$ cat config.mk
export PLATFORM = sky130hd
export DESIGN_NAME = csx_store_exec
export DESIGN_NICKNAME = d
export VERILOG_FILES = /design/src/hdl/csx_pkg.sv /design/src/hdl/csx_store_exec.sv
export SDC_FILE = /design/constraint.sdc
export NUM_CORES = 1
export LEC_CHECK = 0
export BUFFER_PORTS_ARGS = -buffer_cell sky130_fd_sc_hd__buf_2
export CAP_MARGIN = 20
export CORE_MARGIN = 5
export CORE_UTILIZATION = 47
export DETAILED_ROUTE_END_ITERATION = 8
export GPL_TIMING_DRIVEN = 0
export PLACE_DENSITY = 0.77
export SKIP_CTS_REPAIR_TIMING = 1
export SLEW_MARGIN = 20
export SYNTH_ARGS = -nofsm -noshare
export SYNTH_HDL_FRONTEND = slang
export SYNTH_SLANG_ARGS = --single-unit
$ cat constraint.sdc
create_clock -name i_core_clk -period 4.05 [get_ports i_core_clk]
set_clock_uncertainty 0.05 [all_clocks]
set_input_delay 0.81 -clock i_core_clk [delete_from_list [all_inputs] [get_ports i_core_clk]]
set_output_delay 0.81 -clock i_core_clk [all_outputs]
set_load 0.05 [all_outputs]
$ cat src/hdl/csx_pkg.sv
/*
 * csx_pkg: constants and types for the indexed coprocessor store executor.
 * Assumes big-endian bit numbering of the instruction word, bit 0 being the
 * most significant bit, and a 32-bit general register file.
 */
// Operation
// - EA is base plus index; a zero base field reads zero in plain forms.
// - Extended opcode 711 stores one coprocessor word, then writes EA to base.
// - Extended opcode 903 stores two words at EA and EA+4, then updates base.
// - Extended opcode 743 stores four words at EA through EA+12, then updates base.
// - Extended opcode 135 stores the low coprocessor byte; no general register changes.
// - Extended opcode 167 stores the low halfword at EA with bit 0 cleared.
// - Zone protection with relocation enabled raises a data storage exception.
// - No-access zones bind user mode only; read-only zones bind both modes.
// - Relocation enabled and no matching translation entry raises translation miss.
// - Nonzero reserved bits give a bounded undefined result, no program exception.
// - Update forms with zero base field are invalid: undefined, no program exception.
// - The quad update store is always decoded, needing no user configuration.
// - Fields: opcode 0-5, coprocessor 6-10, base 11-15, index 16-20, xo 21-30.
package csx_pkg;

	// instruction field positions, lsb-indexed
	localparam int OPC_LSB   = 26;
	localparam int COP_LSB   = 21;
	localparam int BASE_LSB  = 16;
	localparam int INDEX_LSB = 11;
	localparam int XO_LSB    = 1;
	localparam int RSV_BIT   = 0;

	localparam logic [5:0] OPC_PRIMARY = 6'h1F;
	localparam logic [9:0] XO_STWU     = 10'h2C7;
	localparam logic [9:0] XO_STDU     = 10'h387;
	localparam logic [9:0] XO_STQU     = 10'h2E7;
	localparam logic [9:0] XO_STB      = 10'h087;
	localparam logic [9:0] XO_STH      = 10'h0A7;

	localparam logic [1:0]  BEATS_ONE  = 2'h0;
	localparam logic [1:0]  BEATS_TWO  = 2'h1;
	localparam logic [1:0]  BEATS_FOUR = 2'h3;
	localparam logic [31:0] WORD_MASK  = 32'hFFFF_FFFC;
	localparam logic [31:0] HALF_MASK  = 32'hFFFF_FFFE;
	localparam logic [31:0] EA_RESET   = 32'h0000_0000;

	typedef enum logic [2:0] { CSX_NONE, CSX_BYTE, CSX_HALF, CSX_WORDU, CSX_DBLU, CSX_QUADU }
		csx_op_t;

	typedef enum logic [1:0] { ST_IDLE, ST_LOOKUP, ST_COP, ST_MEM } csx_state_t;

	typedef struct packed {
		csx_state_t  st;
		csx_op_t     op;
		logic [31:0] ea;
		logic [4:0]  base_idx;
		logic [4:0]  cop_reg;
		logic [1:0]  beat;
		logic [1:0]  last_beat;
		logic [31:0] mem_addr;
		logic [31:0] mem_data;
		logic [3:0]  mem_be;
		logic        gpr_we;
		logic [31:0] gpr_data;
		logic        done;
		logic        undef;
		logic        dsi;
		logic        dtlb;
	} csx_state_s_t;

endpackage : csx_pkg

$ cat src/hdl/csx_store_exec.sv
/*
 * csx_store_exec: decodes and executes the indexed coprocessor store forms.
 * Assumes the core offers one instruction at a time with its two general
 * register values in the issue cycle, answers the translation lookup in the
 * lookup cycle, and that memory and coprocessor handshakes share this clock.
 */
`timescale 1ns/1ps

module csx_store_exec
	import csx_pkg::*;
#(
	parameter int GPR_W = 32
)
(
	// clock and reset
	input  wire logic        i_core_clk,
	input  wire logic        i_rst,
	// instruction issue
	input  wire logic        i_issue,
	input  wire logic [31:0] i_instr,
	input  wire logic [31:0] i_base_val,
	input  wire logic [31:0] i_index_val,
	output logic             o_claim,
	output logic             o_busy,
	output logic [4:0]       o_base_idx,
	output logic [4:0]       o_index_idx,
	// translation and protection lookup
	output logic             o_lookup_req,
	output logic [31:0]      o_lookup_ea,
	input  wire logic        i_reloc_en,
	input  wire logic        i_user_mode,
	input  wire logic        i_tlb_hit,
	input  wire logic        i_zone_noacc,
	input  wire logic        i_zone_ronly,
	// coprocessor store data
	output logic             o_cop_req,
	output logic [4:0]       o_cop_reg,
	output logic [1:0]       o_cop_beat,
	input  wire logic        i_cop_valid,
	input  wire logic [31:0] i_cop_data,
	// memory write
	output logic             o_mem_valid,
	output logic [31:0]      o_mem_addr,
	output logic [31:0]      o_mem_data,
	output logic [3:0]       o_mem_be,
	input  wire logic        i_mem_ready,
	// completion and writeback
	output logic             o_gpr_we,
	output logic [4:0]       o_gpr_idx,
	output logic [31:0]      o_gpr_data,
	output logic             o_done,
	output logic             o_undef,
	output logic             o_dsi_exc,
	output logic             o_dtlb_exc
);

	if (GPR_W != 32)
	begin : gen_gpr_w_check
		$error("csx_store_exec: only 32-bit general registers are served");
	end

	function automatic csx_op_t decode_op(input logic [31:0] ins);
		csx_op_t r;
		r = CSX_NONE;
		if (ins[OPC_LSB +: 6] == OPC_PRIMARY)
		begin
			unique case (ins[XO_LSB +: 10])
				XO_STWU: r = CSX_WORDU;
				XO_STDU: r = CSX_DBLU;
				XO_STQU: r = CSX_QUADU; // predefined, no enable
				XO_STB:  r = CSX_BYTE;
				XO_STH:  r = CSX_HALF;
				default: r = CSX_NONE;
			endcase
		end
		return r;
	endfunction : decode_op

	function automatic logic is_update(input csx_op_t op);
		return (op == CSX_WORDU) || (op == CSX_DBLU) || (op == CSX_QUADU);
	endfunction : is_update

	csx_state_s_t s_r;
	csx_state_s_t s_nxt;
	csx_op_t      dec_op;
	logic [4:0]   ra_fld;
	logic [31:0]  base_sel;
	logic [31:0]  ea_raw;
	logic         bad_form;
	logic         dsi_hit;
	logic         last_ack;

	assign dec_op      = decode_op(i_instr);
	assign ra_fld      = i_instr[BASE_LSB +: 5];
	assign o_base_idx  = ra_fld;
	assign o_index_idx = i_instr[INDEX_LSB +: 5];
	assign o_claim     = (s_r.st == ST_IDLE) && i_issue && (dec_op != CSX_NONE);
	assign o_busy      = (s_r.st != ST_IDLE);

	// update forms always use the register, even a zero field (form is then invalid)
	assign base_sel = (!is_update(dec_op) && ra_fld == 5'h00) ? EA_RESET
		: i_base_val;
	assign ea_raw   = base_sel + i_index_val;

	// undefined result chosen as: no memory write, no base update, no exception
	assign bad_form = i_instr[RSV_BIT]
		|| (is_update(dec_op) && ra_fld == 5'h00);

	// read-only zones refuse any store; no-access zones bind user mode only
	assign dsi_hit  = i_zone_ronly || (i_zone_noacc && i_user_mode);
	assign last_ack = (s_r.st == ST_MEM) && i_mem_ready && (s_r.beat == s_r.last_beat);

	assign o_lookup_req = (s_r.st == ST_LOOKUP);
	assign o_lookup_ea  = s_r.ea;
	assign o_cop_req    = (s_r.st == ST_COP);
	assign o_cop_reg    = s_r.cop_reg;
	assign o_cop_beat   = s_r.beat;
	assign o_mem_valid  = (s_r.st == ST_MEM);
	assign o_mem_addr   = s_r.mem_addr;
	assign o_mem_data   = s_r.mem_data;
	assign o_mem_be     = s_r.mem_be;
	assign o_gpr_we     = s_r.gpr_we;
	assign o_gpr_idx    = s_r.base_idx;
	assign o_gpr_data   = s_r.gpr_data;
	assign o_done       = s_r.done;
	assign o_undef      = s_r.undef;
	assign o_dsi_exc    = s_r.dsi;
	assign o_dtlb_exc   = s_r.dtlb;

	always_comb
	begin
		s_nxt        = s_r;
		s_nxt.gpr_we = 1'b0;
		s_nxt.done   = 1'b0;
		s_nxt.undef  = 1'b0;
		s_nxt.dsi    = 1'b0;
		s_nxt.dtlb   = 1'b0;
		unique case (s_r.st)
			ST_IDLE:
			begin
				if (o_claim)
				begin
					s_nxt.op        = dec_op;
					s_nxt.base_idx  = ra_fld;
					s_nxt.cop_reg   = i_instr[COP_LSB +: 5];
					s_nxt.beat      = 2'h0;
					s_nxt.last_beat = (dec_op == CSX_QUADU) ? BEATS_FOUR
						: (dec_op == CSX_DBLU) ? BEATS_TWO : BEATS_ONE;
					if (dec_op == CSX_BYTE)
						s_nxt.ea = ea_raw;
					else if (dec_op == CSX_HALF)
						s_nxt.ea = ea_raw & HALF_MASK;
					else
						s_nxt.ea = ea_raw & WORD_MASK;
					if (bad_form)
					begin
						s_nxt.done  = 1'b1;
						s_nxt.undef = 1'b1;
					end
					else
						s_nxt.st = ST_LOOKUP;
				end
			end
			ST_LOOKUP:
			begin
				// a missing entry leaves no zone to check, so the miss wins
				if (i_reloc_en && !i_tlb_hit)
				begin
					s_nxt.dtlb = 1'b1;
					s_nxt.done = 1'b1;
					s_nxt.st   = ST_IDLE;
				end
				else if (i_reloc_en && dsi_hit)
				begin
					s_nxt.dsi  = 1'b1;
					s_nxt.done = 1'b1;
					s_nxt.st   = ST_IDLE;
				end
				else
					s_nxt.st = ST_COP;
			end
			ST_COP:
			begin
				// the coprocessor owns its register layout and word order
				if (i_cop_valid)
				begin
					s_nxt.st       = ST_MEM;
					s_nxt.mem_addr = s_r.ea + {28'h000_0000, s_r.beat, 2'b00};
					unique case (s_r.op)
						CSX_BYTE:
						begin
							s_nxt.mem_data = {4{i_cop_data[7:0]}};
							s_nxt.mem_be   = 4'h8 >> s_r.ea[1:0];
						end
						CSX_HALF:
						begin
							s_nxt.mem_data = {2{i_cop_data[15:0]}};
							s_nxt.mem_be   = s_r.ea[1] ? 4'h3 : 4'hC;
						end
						default:
						begin
							s_nxt.mem_data = i_cop_data;
							s_nxt.mem_be   = 4'hF;
						end
					endcase
				end
			end
			ST_MEM:
			begin
				if (i_mem_ready)
				begin
					if (s_r.beat == s_r.last_beat)
					begin
						s_nxt.st       = ST_IDLE;
						s_nxt.done     = 1'b1;
						s_nxt.gpr_we   = is_update(s_r.op);
						s_nxt.gpr_data = s_r.ea;
					end
					else
					begin
						s_nxt.beat = s_r.beat + 2'h1;
						s_nxt.st   = ST_COP;
					end
				end
			end
		endcase
	end

	always_ff @(posedge i_core_clk)
	begin
		if (i_rst)
		begin
			s_r           <= '0;
			s_r.st        <= ST_IDLE;
			s_r.op        <= CSX_NONE;
			s_r.ea        <= EA_RESET;
		end
		else
			s_r <= s_nxt;
	end

	plain_zero_base_a: assert property (@(posedge i_core_clk) disable iff (i_rst)
		(o_claim && !bad_form && ra_fld == 5'h00 && dec_op == CSX_BYTE)
		|=> (o_lookup_ea == $past(i_index_val)))
		else $error("zero base field did not select a zero base");

	word_align_a: assert property (@(posedge i_core_clk) disable iff (i_rst)
		o_mem_valid && is_update(s_r.op) |-> (o_mem_addr[1:0] == 2'b00 && o_mem_be == 4'hF))
		else $error("word store not aligned or not full width");

	half_align_a: assert property (@(posedge i_core_clk) disable iff (i_rst)
		o_mem_valid && s_r.op == CSX_HALF |-> (o_mem_addr[0] == 1'b0
		&& (o_mem_be == 4'hC || o_mem_be == 4'h3)))
		else $error("halfword store misaligned");

	byte_lane_a: assert property (@(posedge i_core_clk) disable iff (i_rst)
		o_mem_valid && s_r.op == CSX_BYTE |-> $onehot(o_mem_be))
		else $error("byte store enabled more than one lane");

	quad_beats_a: assert property (@(posedge i_core_clk) disable iff (i_rst)
		o_mem_valid && s_r.op == CSX_QUADU
		|-> (o_mem_addr == s_r.ea + {28'h000_0000, s_r.beat, 2'b00}))
		else $error("quad beat address is not EA plus four per beat");

	update_wb_a: assert property (@(posedge i_core_clk) disable iff (i_rst)
		last_ack && is_update(s_r.op)
		|=> (o_gpr_we && o_done && o_gpr_data == $past(s_r.ea)
		&& o_gpr_idx == $past(s_r.base_idx)))
		else $error("update store did not write EA back to base");

	plain_no_wb_a: assert property (@(posedge i_core_clk) disable iff (i_rst)
		o_gpr_we |-> $past(s_r.op) != CSX_BYTE && $past(s_r.op) != CSX_HALF)
		else $error("plain indexed store altered a general register");

	bad_form_a: assert property (@(posedge i_core_clk) disable iff (i_rst)
		o_claim && bad_form |=> (o_undef && o_done && !o_gpr_we && !o_dsi_exc
		&& !o_dtlb_exc && !o_busy))
		else $error("invalid form not ended as undefined");

	tlb_miss_a: assert property (@(posedge i_core_clk) disable iff (i_rst)
		o_lookup_req && i_reloc_en && !i_tlb_hit |=> (o_dtlb_exc && !o_dsi_exc)
		##1 !o_mem_valid)
		else $error("translation miss not raised");

	zone_dsi_a: assert property (@(posedge i_core_clk) disable iff (i_rst)
		o_lookup_req && i_reloc_en && i_tlb_hit && (i_zone_ronly || (i_zone_noacc && i_user_mode))
		|=> o_dsi_exc)
		else $error("zone protection did not raise data storage");

	no_reloc_a: assert property (@(posedge i_core_clk) disable iff (i_rst)
		o_lookup_req && !i_reloc_en |=> (o_cop_req && !o_dsi_exc && !o_dtlb_exc))
		else $error("exception raised with relocation off");

endmodule : csx_store_exec

# Word-level counts from Yosys, hierarchy flattened

Cells that the tools add are included.

Order comparisons: 0
Eq/ne operators: 25
Div/mod/pow operators: 0
Reductions and logical operators: 29
Multiplexer cells: 28
Multipliers: 0
$add $sub $neg: 3
Bitwise gates (word level): 6
Shifts and indexed selects: 1

Operators by type and width:

| kind                                                 | number |
|---|---|
| case mux 36 bit (2 select lines)                     | 1 |
| two-way mux 51 bit                                   | 1 |
| adder 32 bit                                         | 1 |
| adder 32 x 4 -> 32 bit                               | 1 |
| two-way mux 32 bit                                   | 1 |
| equality test 10 bit, second input constant          | 3 |
| two-way mux 2 bit                                    | 13 |
| equality test 10 x 8 -> 1 bit, second input constant | 2 |
| case mux 3 bit (5 select lines)                      | 1 |
| equality test 3 x 2 -> 1 bit, second input constant  | 4 |
| equality test 3 bit, second input constant           | 4 |
| case mux 2 bit (4 select lines)                      | 1 |
| AND reduction 4 bit                                  | 2 |
| logical AND 1 bit                                    | 7 |
| equality test 3 x 1 -> 1 bit, second input constant  | 2 |
| equality test 6 x 5 -> 1 bit, second input constant  | 1 |
| logical OR 1 bit                                     | 6 |
| two-way mux 1 bit                                    | 6 |
| inequality test 2 bit, second input constant         | 3 |
| NOT 1 bit                                            | 6 |
| OR reduction 3 bit                                   | 2 |
| zero test 5 bit                                      | 1 |
| equality test 2 bit, second input constant           | 2 |
| two-way mux 4 bit                                    | 1 |
| other kinds (16)                                     | 20 |

Memories: 0
Register bits: 156
ROM bits: 0
Word-level logic and storage cells: 108
Bits in writable memories: 0
Input bits: 138
Latch bits: 0
Output and inout bits: 164

# Depth between registers and ports, before layout

Gate-level depths: netlist of run 1.

Word-level depth: 14
Depth in mapped cells: 17
Depth with buffers taken out: 16

# Worst setup path after synthesis of run 1

OpenSTA, ideal clock, no wires.

Path kind: input-to-reg
Start: input i_instr[16]
End: register s_r (netlist bit o_lookup_ea[31])
Setup time: 0.086 ns
Cell stages on the path: 14
Data arrival time: 4.256 ns
Data required time: 3.914 ns
Setup slack: -0.342 ns
Buffers on the path: 1
Cells stage by stage: or4_1 -> nor3b_1 -> clkbuf_1 -> nor2b_1 -> ha_1 -> a21o_1 -> a31o_2 -> o2111ai_2 -> a21oi_1 -> or4b_1 -> o2111ai_2 -> o21ai_2 -> o211a_1 -> a211oi_1

Cells in the longest elaborated chain, start to end: 4

RTL lines:

| element              | line                  | RTL |
|---|---|---|
| from (decl)          | csx_store_exec.sv:20  | `input wire logic [31:0] i_instr,` |
| zero test 5 bit      | csx_store_exec.sv:101 | `assign base_sel = (!is_update(dec_op) && ra_fld == 5'h00) ? EA_RESET` |
| logical AND 1 bit    | csx_store_exec.sv:101 |  |
| two-way mux 32 bit   | csx_store_exec.sv:101 |  |
| adder 32 bit         | csx_store_exec.sv:103 | `assign ea_raw = base_sel + i_index_val;` |
| to (signal assigned) | csx_store_exec.sv:239 | `s_r <= s_nxt;` |
| to (decl)            | csx_store_exec.sv:83  | `csx_state_s_t s_r;` |

Every way passes these cells.
A chain may end at the register's enable or synchronous reset.

# Final worst setup path of run 1

Start: input i_instr[16]
End: register s_r (netlist bit o_lookup_ea[30])

The elaborated chain is that of the path after synthesis.

==> reports/results.txt, run 1 <==
Largest buffer count on any clock path - 2
Synth warn - 0
P_sw - 0.9320 mW
CTS H-tree depth - 4
Layout Nets - 1730
Top_reg_cell synth - dfxtp_1
Min Clock Period, post-route - 4077 ps
Commonest non-fill, non-tap cell in the layout - buf_2
Power Total - 3.569 mW
Async SR Flop Fraction - 0
Number of flops mapped to enable cells by yosys - 0
Chip width - 152.7 µm
Cts bufs inserted - 17
CP Capture Type - flop
Layout cells sized above 1 - 0.3446
Final setup viols - 2
DRC viols - 0
DR vias - 9414
Post-route cell area - 12250 µm²
Combinational Power Share - 0.146
Wire length per cell - 16.22 µm
MaxCap Viol Count - 0
Largest net degree at the start of global routing - 17
Antenna violations before repair - 0
Post-Synthesis Net Count - 1406
Critical path class - in2reg
Final HPWL DP - 23670 µm
Crit path buf inv count - 2
Die height - 152.7 µm
Worst hold margin - 405.1 ps
Sw Ratio - 0.2612
Synth Cell Area - 9570 µm²
DRT Pass-1 Iters - 4
Peak VDD IR - 0.2078 mV
Worst Path Max Fanout - 10
Worst skew pair latency - 430 ps
# port buffers - 295
Startpoint type of the worst setup path - primary input
Starting density of the core - 0.4745
Failing checks - negative setup slack
RePlAce Congestion - 0.8788
Setup TNS - -33.74 ps
GRT Total Usage - 0.2435
Clk pwr share - 0.424
Worst-margin pin slew - 717.2 ps
Post-synthesis sequential area ratio - 0.3263
Vias in the first global route - 8990
Seq pwr share - 0.430
Final-report hold violation count - 0
CP cell instances - buf_2, or4_4, nor3b_4, buf_6, nor2b_1, ha_2, and4_1, o2111ai_1, a21oi_1, o21ai_2, and3_4, or4_4, nor3b_4, a2111o_1, nand3_1
Die Area - 23320 µm²
CP delay by family, top - simple AND/OR/NAND/NOR gates
Pint - 2.637 mW
Antenna-violating nets left - 0
Hold Path Class - reg2reg
Core box area - 20170 µm²
Worst path slowest cell - or4_4
RSZ-0062 raised after global routing - yes
Finished Core Util - 0.6073
Min setup slack post-route - -26.68 ps
DR iter-0 viols - 483
Power density cells - 291.4 nW/µm²
Area Growth Syn to Fin - 27.98%
Slew HR - 0.5219
# diodes - 0
Overflow after GRT - 0
Yosys reg bits - 156
Unique masters post-synth - 70
Most frequent cells in the layout - buf_2 (299), nand2_1 (203), buf_4 (164)
Clock Tree Root - clkbuf_16
Worst EP required - 4370 ps
Clock Pin Slew Worst Setup and Hold Paths - 60 ps
Vias per cell - 5.116
Synth Instances - 1233
Slowest cell delay on critical path - 550 ps
CTS tree - done
Status - complete, but fails checks
Post-Place Cell Area - 11450 µm²
# rows - 52
Crit path arrival time - 4400 ps
Count of final max-slew check failures - 0
First-pass GRT wire length - 46260 µm
Leakage - 5.535 nW
DRT Wirelength - 29850 µm
Max frequency - 0.2453 GHz
Clock sink total - 156
Final Cycle Share - 1.007
Mean Syn Cell Area - 7.762 µm²
Num ports - 302
==> metrics by stage <==
stage | setup slack, ps | instances
after floorplan | -54.60 | 1233
after global placement | -624.6 | 1798
after detailed placement | -633.2 | 1798
after CTS | -264.9 | 1830
after global routing | -224.8 | 1840
final | -26.68 | 1840
==> final cells by class <==
class / count / area, µm²
Inverter: 11 / 41.29
Timing Repair Buffer: 306 / 1565
Sequential cell: 156 / 3123
Fill cell: 1876 / 7921
Clock inverter: 10 / 92.59
Buffer: 223 / 1463
Multi-Input combinational cell: 842 / 5161
Clock buffer: 22 / 464.2
Tap cell: 270 / 337.8
==> cells in the mapped netlist (11+ instances only) <==
| master | number | area share |
|---|---|---|
| a21o_1 | 21 | 0.016 |
| a211oi_1 | 38 | 0.030 |
| clkbuf_1 | 58 | 0.023 |
| xor2_1 | 30 | 0.027 |
| nand2_1 | 203 | 0.080 |
| nor2b_1 | 41 | 0.027 |
| nor3_1 | 21 | 0.011 |
| a311oi_1 | 12 | 0.011 |
| nand3b_1 | 13 | 0.010 |
| dfxtp_1 | 156 | 0.33 |
| nor2_1 | 95 | 0.037 |
| xnor2_1 | 19 | 0.017 |
| buf_4 | 154 | 0.12 |
| a21oi_1 | 124 | 0.065 |
| nand3_1 | 29 | 0.015 |
| ha_1 | 33 | 0.043 |
| inv_1 | 11 | 0.0043 |
| o21ai_0 | 31 | 0.016 |
==> path summary, 6_finish.rpt <==
kind	startpoint	end	slack (ps)	depth (start not counted)
min reg2reg	o_gpr_idx[2]$_SDFFE_PP0P_	o_gpr_idx[2]$_SDFFE_PP0P_	410	2
max reg2reg	o_cop_beat[0]$_SDFFE_PP0P_	o_mem_addr[26]$_SDFFE_PP0P_	1040	9
max	i_instr[16]	o_lookup_ea[30]$_SDFFE_PP0P_	-30	15
min	o_gpr_idx[2]$_SDFFE_PP0P_	o_gpr_idx[2]$_SDFFE_PP0P_	410	2
==> routing by layer <==
| layer | track usage | share of wire |
|---|---|---|
| met2 | 0.4021 | 0.46 |
| met3 | 0.04658 | 0.069 |
| met1 | 0.3212 | 0.44 |
| met4 | 0.08019 | 0.024 |
| met5 | 0 | 0 |
==> worst register-to-register path: stages (launching register included) <==
cell      delay [ps]
dfxtp_1          490
ha_1             230
inv_1             60
fa_1             430
nor3b_2          500
nand2_1          100
nor2_1           280
nand2_1          140
or3_1            400
a311oi_1         260
==> power groups by stage <==
stage	Sequential (mW)	Clock, mW	Combinational, mW
2_1_floorplan	1.57	0	0.318
5_1_grt	1.53	1.61	0.570
3_5_place_dp	1.57	0	0.475
4_1_cts	1.53	1.53	0.478
6_report	1.53	1.51	0.521
3_3_place_gp	1.57	0	0.472
==> cells by family (layout without fill, tap and decap cells) <==
kind of cell             Yosys count  in the layout  share of synthesized area
AND/OR/NAND/NOR                  463            463                     0.2271
AO/OA/AOI/OAI                    286            286                     0.1906
buffers and inverters            235            572                     0.1543
flip-flops                       156            156                     0.3263
XOR/XNOR                          49             49                    0.04484
adder cells (fa/ha/maj)           35             35                    0.04733
multiplexers                       9              9                   0.009544
No activity file was read; power rests on OpenSTA's default activity.
==> inputs of run 2 (changes only) <==
--- a/config.mk
+++ b/config.mk
@@ -10,7 +10,7 @@
 export CORE_MARGIN = 5
 export CORE_UTILIZATION = 47
 export DETAILED_ROUTE_END_ITERATION = 8
-export GPL_TIMING_DRIVEN = 0
+export MAX_ROUTING_LAYER = met4
 export PLACE_DENSITY = 0.77
 export SKIP_CTS_REPAIR_TIMING = 1
 export SLEW_MARGIN = 20
==> reports/results.txt, run 2 (synthesis gave the netlist of run 1 again) <==
Hold Crit Start - o_mem_addr[4]$_SDFFE_PP0P_ (was o_gpr_idx[2]$_SDFFE_PP0P_)
Overflow after GRT - 0 (unchanged)
Final HPWL DP - 20360 µm (was 23670 µm)
Largest buffer count on any clock path - 2 (unchanged)
Cts bufs inserted - 17 (unchanged)
RSZ-0062 raised after global routing - yes (unchanged)
Worst path slowest cell - or4b_4 (was or4_4)
Max frequency - 0.2495 GHz (was 0.2453 GHz)
Hold Path Class - reg2reg (unchanged)
Layout fillers - 1875 (was 1876)
Worst EP required - 4290 ps (was 4370 ps)
Status - finished, final reports clean (was complete, but fails checks)
Reg2reg end - o_mem_addr[28]$_SDFFE_PP0P_ (was o_mem_addr[26]$_SDFFE_PP0P_)
# port buffers - 291 (was 295)
Seq pwr share - 0.422 (was 0.430)
CP cell instances - buf_6, nand4b_1, nor4_2, o211ai_1, nor3b_4, buf_12, nor2b_4, ha_4, a21o_1, a31o_4, o2111ai_4, a21oi_4, or4b_4, o2111ai_4, o21ai_4, o21ai_0, a211oi_2 (was buf_2, or4_4, nor3b_4, buf_6, nor2b_1, ha_2, and4_1, o2111ai_1, a21oi_1, o21ai_2, and3_4, or4_4, nor3b_4, a2111o_1, nand3_1)
DR iter-0 viols - 446 (was 483)
Count of final max-slew check failures - 0 (unchanged)
Layout cells sized above 1 - 0.3324 (was 0.3446)
Final-report hold violation count - 0 (unchanged)
Clock Tree Root - clkbuf_16 (unchanged)
Worst hold margin - 395.6 ps (was 405.1 ps)
DRT Wirelength - 27330 µm (was 29850 µm)
Antenna violations before repair - 0 (unchanged)
# diodes - 0 (unchanged)
Slew HR - 0.3278 (was 0.5219)
Layout Nets - 1583 (was 1730)
Leakage - 5.008 nW (was 5.535 nW)
Clock sink total - 156 (unchanged)
Power Total - 3.638 mW (was 3.569 mW)
Antenna-violating nets left - 0 (unchanged)
Worst skew pair latency - 420 ps (was 430 ps)
Final setup viols - 0 (was 2)
Top cell by count, worst path - o2111ai_4
# rows - 52 (unchanged)
DRC viols - 0 (unchanged)
Core box area - 20170 µm² (unchanged)
Vias per cell - 5.203 (was 5.116)
Largest net degree at the start of global routing - 104 (was 17)
Vias in the first global route - 8368 (was 8990)
Final Cycle Share - 0.9897 (was 1.007)
DRT Pass-1 Iters - 5 (was 4)
Reg2reg setup slack - 1220 ps (was 1040 ps)
CTS tree - done (unchanged)
Die Area - 23320 µm² (unchanged)
First-pass GRT wire length - 42460 µm (was 46260 µm)
Worst-margin pin slew - 1008 ps (was 717.2 ps)
Multi-input gate area - 5288 µm² (was 5161 µm²)
Worst Path Max Fanout - 7 (was 10)
Chip width - 152.7 µm (unchanged)
Critical path class - in2reg (unchanged)
Slowest cell delay on critical path - 560 ps (was 550 ps)
Power density cells - 315.2 nW/µm² (was 291.4 nW/µm²)
Sw Ratio - 0.2544 (was 0.2612)
Commonest non-fill, non-tap cell in the layout - buf_2 (unchanged)
Pint - 2.712 mW (was 2.637 mW)
DR vias - 8808 (was 9414)
Peak VDD IR - 0.2235 mV (was 0.2078 mV)
Min Clock Period, post-route - 4008 ps (was 4077 ps)
Die height - 152.7 µm (unchanged)
Num ports - 302 (unchanged)
GRT Total Usage - 0.2260 (was 0.2435)
Worst r2r path cells - 12 (was 9)
Seq. cell area - 3123 µm² (unchanged)
Crit path arrival time - 4250 ps (was 4400 ps)
Area Growth Syn to Fin - 20.58% (was 27.98%)
Starting density of the core - 0.4745 (unchanged)
Clock Pin Slew Worst Setup and Hold Paths - 60 ps (about the same)
Wire length per cell - 16.14 µm (was 16.22 µm)
CTS H-tree depth - 4 (unchanged)
RR Startpoint - o_cop_beat[0]$_SDFFE_PP0P_ (unchanged)
Clk pwr share - 0.418 (was 0.424)
Combinational Power Share - 0.161 (was 0.146)
Worst hold endpoint - o_mem_addr[4]$_SDFFE_PP0P_ (was o_gpr_idx[2]$_SDFFE_PP0P_)
Hold depth - 2 (unchanged)
P_sw - 0.9253 mW (was 0.9320 mW)
Most frequent cells in the layout - buf_2 (289), nand2_1 (202), dfxtp_1 (156) (was buf_2 (299), nand2_1 (203), buf_4 (164))
Startpoint type of the worst setup path - primary input (unchanged)
MaxCap Viol Count - 0 (unchanged)
RePlAce Congestion - 0.9103 (was 0.8788)
CP Capture Type - flop (unchanged)
-- run 2: worst max path at each step --
stage / start / to / slack [ps] / cells past startpoint
2_1_floorplan: i_instr[16] / o_lookup_ea[31]$_SDFFE_PP0P_ / -50 / 14
3_3_place_gp: i_instr[16] / o_lookup_ea[31]$_SDFFE_PP0P_ / -330 / 15
3_5_place_dp: i_instr[16] / o_lookup_ea[31]$_SDFFE_PP0P_ / -400 / 15
4_1_cts: i_instr[16] / o_lookup_ea[31]$_SDFFE_PP0P_ / 30 / 15
5_1_grt: i_instr[4] / o_lookup_ea[31]$_SDFFE_PP0P_ / -80 / 18
6_report: i_instr[4] / o_lookup_ea[31]$_SDFFE_PP0P_ / 40 / 17
-- run 2: power groups by stage --
stage          registers, mW  clock network [mW]  logic, mW
2_1_floorplan           1.57                   0      0.318
3_3_place_gp            1.57                   0      0.521
3_5_place_dp            1.57                   0      0.526
4_1_cts                 1.53                1.55      0.528
5_1_grt                 1.53                1.62      0.639
6_report                1.53                1.52      0.584
-- run 2: layout make-up --
class / instances / area share
clock buffers: 22 / 0.04109
clock inverters: 10 / 0.007915
inverters: 11 / 0.003578
multi-input cells: 842 / 0.4582
flip-flops and latches: 156 / 0.2706
well taps: 270 / 0.02927
repair buffers: 382 / 0.1893
-- run 2: routing by layer --
metal	GRT usage	wire length [µm]	up-vias
li1	-	-	4439
met1	0.3131	13130	4039
met2	0.3418	12210	300
met3	0.04061	1543	30
met4	0.05897	442	0
met5	-	0	-
-- run 2: per-stage QoR --
| stage | setup TNS [ps] | util | instance area (µm²) | cells | setup slack (ps) |
|---|---|---|---|---|---|
| detailed placement | -4132 | 0.5261 | 10610 | 1654 | -404.2 |
| global placement | -3067 | 0.5261 | 10610 | 1654 | -327.3 |
| global route | -252.3 | 0.5721 | 11540 | 1693 | -84.68 |
| floorplan | -76.33 | - | 9635 | 1233 | -54.60 |
| CTS | 0 | 0.5541 | 11180 | 1686 | 34.18 |
| finish | 0 | 0.5721 | 11540 | 1693 | 41.66 |
-- run 2: worst max-delay path, delay by kind of cell --
kind	cells	cell delay [ps]
compound gates	9	1540
simple gates	5	1440
buf+inv	2	240
fa+ha+maj	1	220
==> inputs of run 3 (changes only) <==
--- a/config.mk
+++ b/config.mk
@@ -10,7 +10,6 @@
 export CORE_MARGIN = 5
 export CORE_UTILIZATION = 47
 export DETAILED_ROUTE_END_ITERATION = 8
-export MAX_ROUTING_LAYER = met4
 export PLACE_DENSITY = 0.77
 export SKIP_CTS_REPAIR_TIMING = 1
 export SLEW_MARGIN = 20
==> reports/results.txt, run 3 (synthesis gave the netlist of run 1 again) <==
Clk pwr share - 0.450 (was 0.418)
Final Cycle Share - 0.9917 (was 0.9897)
# rows - 52 (unchanged)
Worst path slowest cell - or4_4 (was or4b_4)
Core box area - 20170 µm² (unchanged)
Slowest cell delay on critical path - 550 ps (was 560 ps)
Combinational Power Share - 0.142 (was 0.161)
Min setup slack post-route - 33.77 ps (was 41.66 ps)
Layout fillers - 1882 (was 1875)
Leakage - 4.915 nW (was 5.008 nW)
Clock Pin Slew Worst Setup and Hold Paths - 60 ps (about the same)
Area Growth Syn to Fin - 17.41% (was 20.58%)
Max frequency - 0.2490 GHz (was 0.2495 GHz)
Antenna violations before repair - 0 (unchanged)
Min Clock Period, post-route - 4016 ps (was 4008 ps)
GRT Total Usage - 0.2214 (was 0.2260)
Crit path arrival time - 4320 ps (was 4250 ps)
RR Startpoint - o_cop_beat[0]$_SDFFE_PP0P_ (unchanged)
Worst EP required - 4350 ps (was 4290 ps)
DR vias - 8819 (was 8808)
Chip width - 152.7 µm (unchanged)
# port buffers - 291 (unchanged)
CP delay by family, top - simple AND/OR/NAND/NOR gates (was compound AO/OA/AOI/OAI gates)
Commonest non-fill, non-tap cell in the layout - buf_2 (unchanged)
# diodes - 0 (unchanged)
Antenna-violating nets left - 0 (unchanged)
Worst-margin pin slew - 815.7 ps (was 1008 ps)
Vias in the first global route - 8417 (was 8368)
CP startpoint - i_instr[16] (was i_instr[4])
Final Non-Filler Cells - 1680 (was 1693)
CP cell instances - buf_2, or4_4, nor3b_4, buf_12, nor2b_1, ha_1, and4_1, o2111ai_1, a21oi_1, o21ai_1, and3_4, or4_4, nor3b_4, a2111o_1, nand3_1 (was buf_6, nand4b_1, nor4_2, o211ai_1, nor3b_4, buf_12, nor2b_4, ha_4, a21o_1, a31o_4, o2111ai_4, a21oi_4, or4b_4, o2111ai_4, o21ai_4, o21ai_0, a211oi_2)
DR iter-0 viols - 595 (was 446)
Status - finished, final reports clean (unchanged)
CTS tree - done (unchanged)
DRC viols - 0 (unchanged)
Wire length per cell - 15.95 µm (was 16.14 µm)
Seq pwr share - 0.408 (was 0.422)
Layout cells sized above 1 - 0.3021 (was 0.3324)
Clock Tree Root - clkbuf_16 (unchanged)
Final-report hold violation count - 0 (unchanged)
Peak VDD IR - 0.1927 mV (was 0.2235 mV)
Final setup viols - 0 (unchanged)
RSZ-0062 raised after global routing - yes (unchanged)
Worst hold margin - 400.1 ps (was 395.6 ps)
Num ports - 302 (unchanged)
DRT Wirelength - 26790 µm (was 27330 µm)
Slew HR - 0.4554 (was 0.3278)
Placed insts - 1649 (was 1654)
Layout Nets - 1571 (was 1583)
Hold Path Class - reg2reg (unchanged)
Final HPWL DP - 20360 µm (about the same)
P_sw - 0.9068 mW (was 0.9253 mW)
Pint - 2.855 mW (was 2.712 mW)
Worst Path Max Fanout - 27 (was 7)
DRT Pass-1 Iters - 5 (unchanged)
Starting density of the core - 0.4745 (unchanged)
RePlAce Congestion - 0.8938 (was 0.9103)
Clock sink total - 156 (unchanged)
CTS H-tree depth - 4 (unchanged)
Crit path buf inv count - 2 (unchanged)
First-pass GRT wire length - 42900 µm (was 42460 µm)
Hold Crit Start - o_gpr_data[29]$_SDFFE_PP0P_ (was o_mem_addr[4]$_SDFFE_PP0P_)
MaxCap Viol Count - 0 (unchanged)
Overflow after GRT - 0 (unchanged)
Die Area - 23320 µm² (unchanged)
Count of final max-slew check failures - 0 (unchanged)
Die height - 152.7 µm (unchanged)
CP Capture Type - flop (unchanged)
Post-Place Worst Slack - -385.8 ps (was -404.2 ps)
Startpoint type of the worst setup path - primary input (unchanged)
Sw Ratio - 0.2411 (was 0.2544)
Power density cells - 334.8 nW/µm² (was 315.2 nW/µm²)
Most frequent cells in the layout - buf_2 (290), nand2_1 (203), dfxtp_1 (156) (was buf_2 (289), nand2_1 (202), dfxtp_1 (156))
Largest net degree at the start of global routing - 100 (was 104)
Vias per cell - 5.249 (was 5.203)
Largest buffer count on any clock path - 2 (unchanged)
Worst skew pair latency - 420 ps (about the same)
Critical path class - in2reg (unchanged)
Cts bufs inserted - 17 (unchanged)
-- run 3: power groups by stage --
stage | Sequential, mW | Clock (mW) | Combinational, mW
3_3_place_gp | 1.57 | 0 | 0.516
5_1_grt | 1.53 | 1.80 | 0.586
2_1_floorplan | 1.57 | 0 | 0.318
3_5_place_dp | 1.57 | 0 | 0.525
6_report | 1.53 | 1.69 | 0.536
4_1_cts | 1.53 | 1.73 | 0.528
-- run 3: through the flow --
| stage | instance area (µm²) | setup TNS, ps | total power, mW | utilization |
|---|---|---|---|---|
| 2_1_floorplan | 9635 | -76.33 | 1.886 | - |
| 5_1_grt | 11240 | -156.2 | 3.915 | 0.5571 |
| 6_report | 11240 | 0 | 3.762 | 0.5571 |
| 3_3_place_gp | 10600 | -2760 | 2.084 | 0.5254 |
| 4_1_cts | 11220 | 0 | 3.789 | 0.5564 |
| 3_5_place_dp | 10600 | -3798 | 2.093 | 0.5254 |
-- run 3: path summary, 6_finish.rpt --
path                                   to  slack [ps]  cells after the start
max          o_lookup_ea[30]$_SDFFE_PP0P_          30                     15
min           o_gpr_data[29]$_SDFFE_PP0P_         400                      2
max reg2reg   o_mem_addr[30]$_SDFFE_PP0P_        1190                     12
min reg2reg   o_gpr_data[29]$_SDFFE_PP0P_         400                      2
-- run 3: metal layers --
| metal | track usage | vias to the layer above | wire length [µm] |
|---|---|---|---|
| met3 | 0.04544 | 41 | 1909 |
| met5 | 0 | - | 0 |
| met2 | 0.3431 | 331 | 11980 |
| met4 | 0.06746 | 0 | 488 |
| met1 | 0.3111 | 4021 | 12410 |
| li1 | - | 4426 | - |
-- run 3: layout make-up --
class | instances | area, µm² | area share
clock inverters | 10 | 163.9 | 0.01459
inverters | 11 | 41.29 | 0.003674
flip-flops and latches | 156 | 3123 | 0.2779
multi-input cells | 842 | 5034 | 0.4479
clock buffers | 21 | 460.4 | 0.04098
repair buffers | 370 | 2077 | 0.1848
well taps | 270 | 337.8 | 0.03006
-- run 3: tightest hold or removal path: stages, from the launching register on --
cell and delay [ps]:
dfxtp_1 300, nand2_1 50, a21oi_1 50
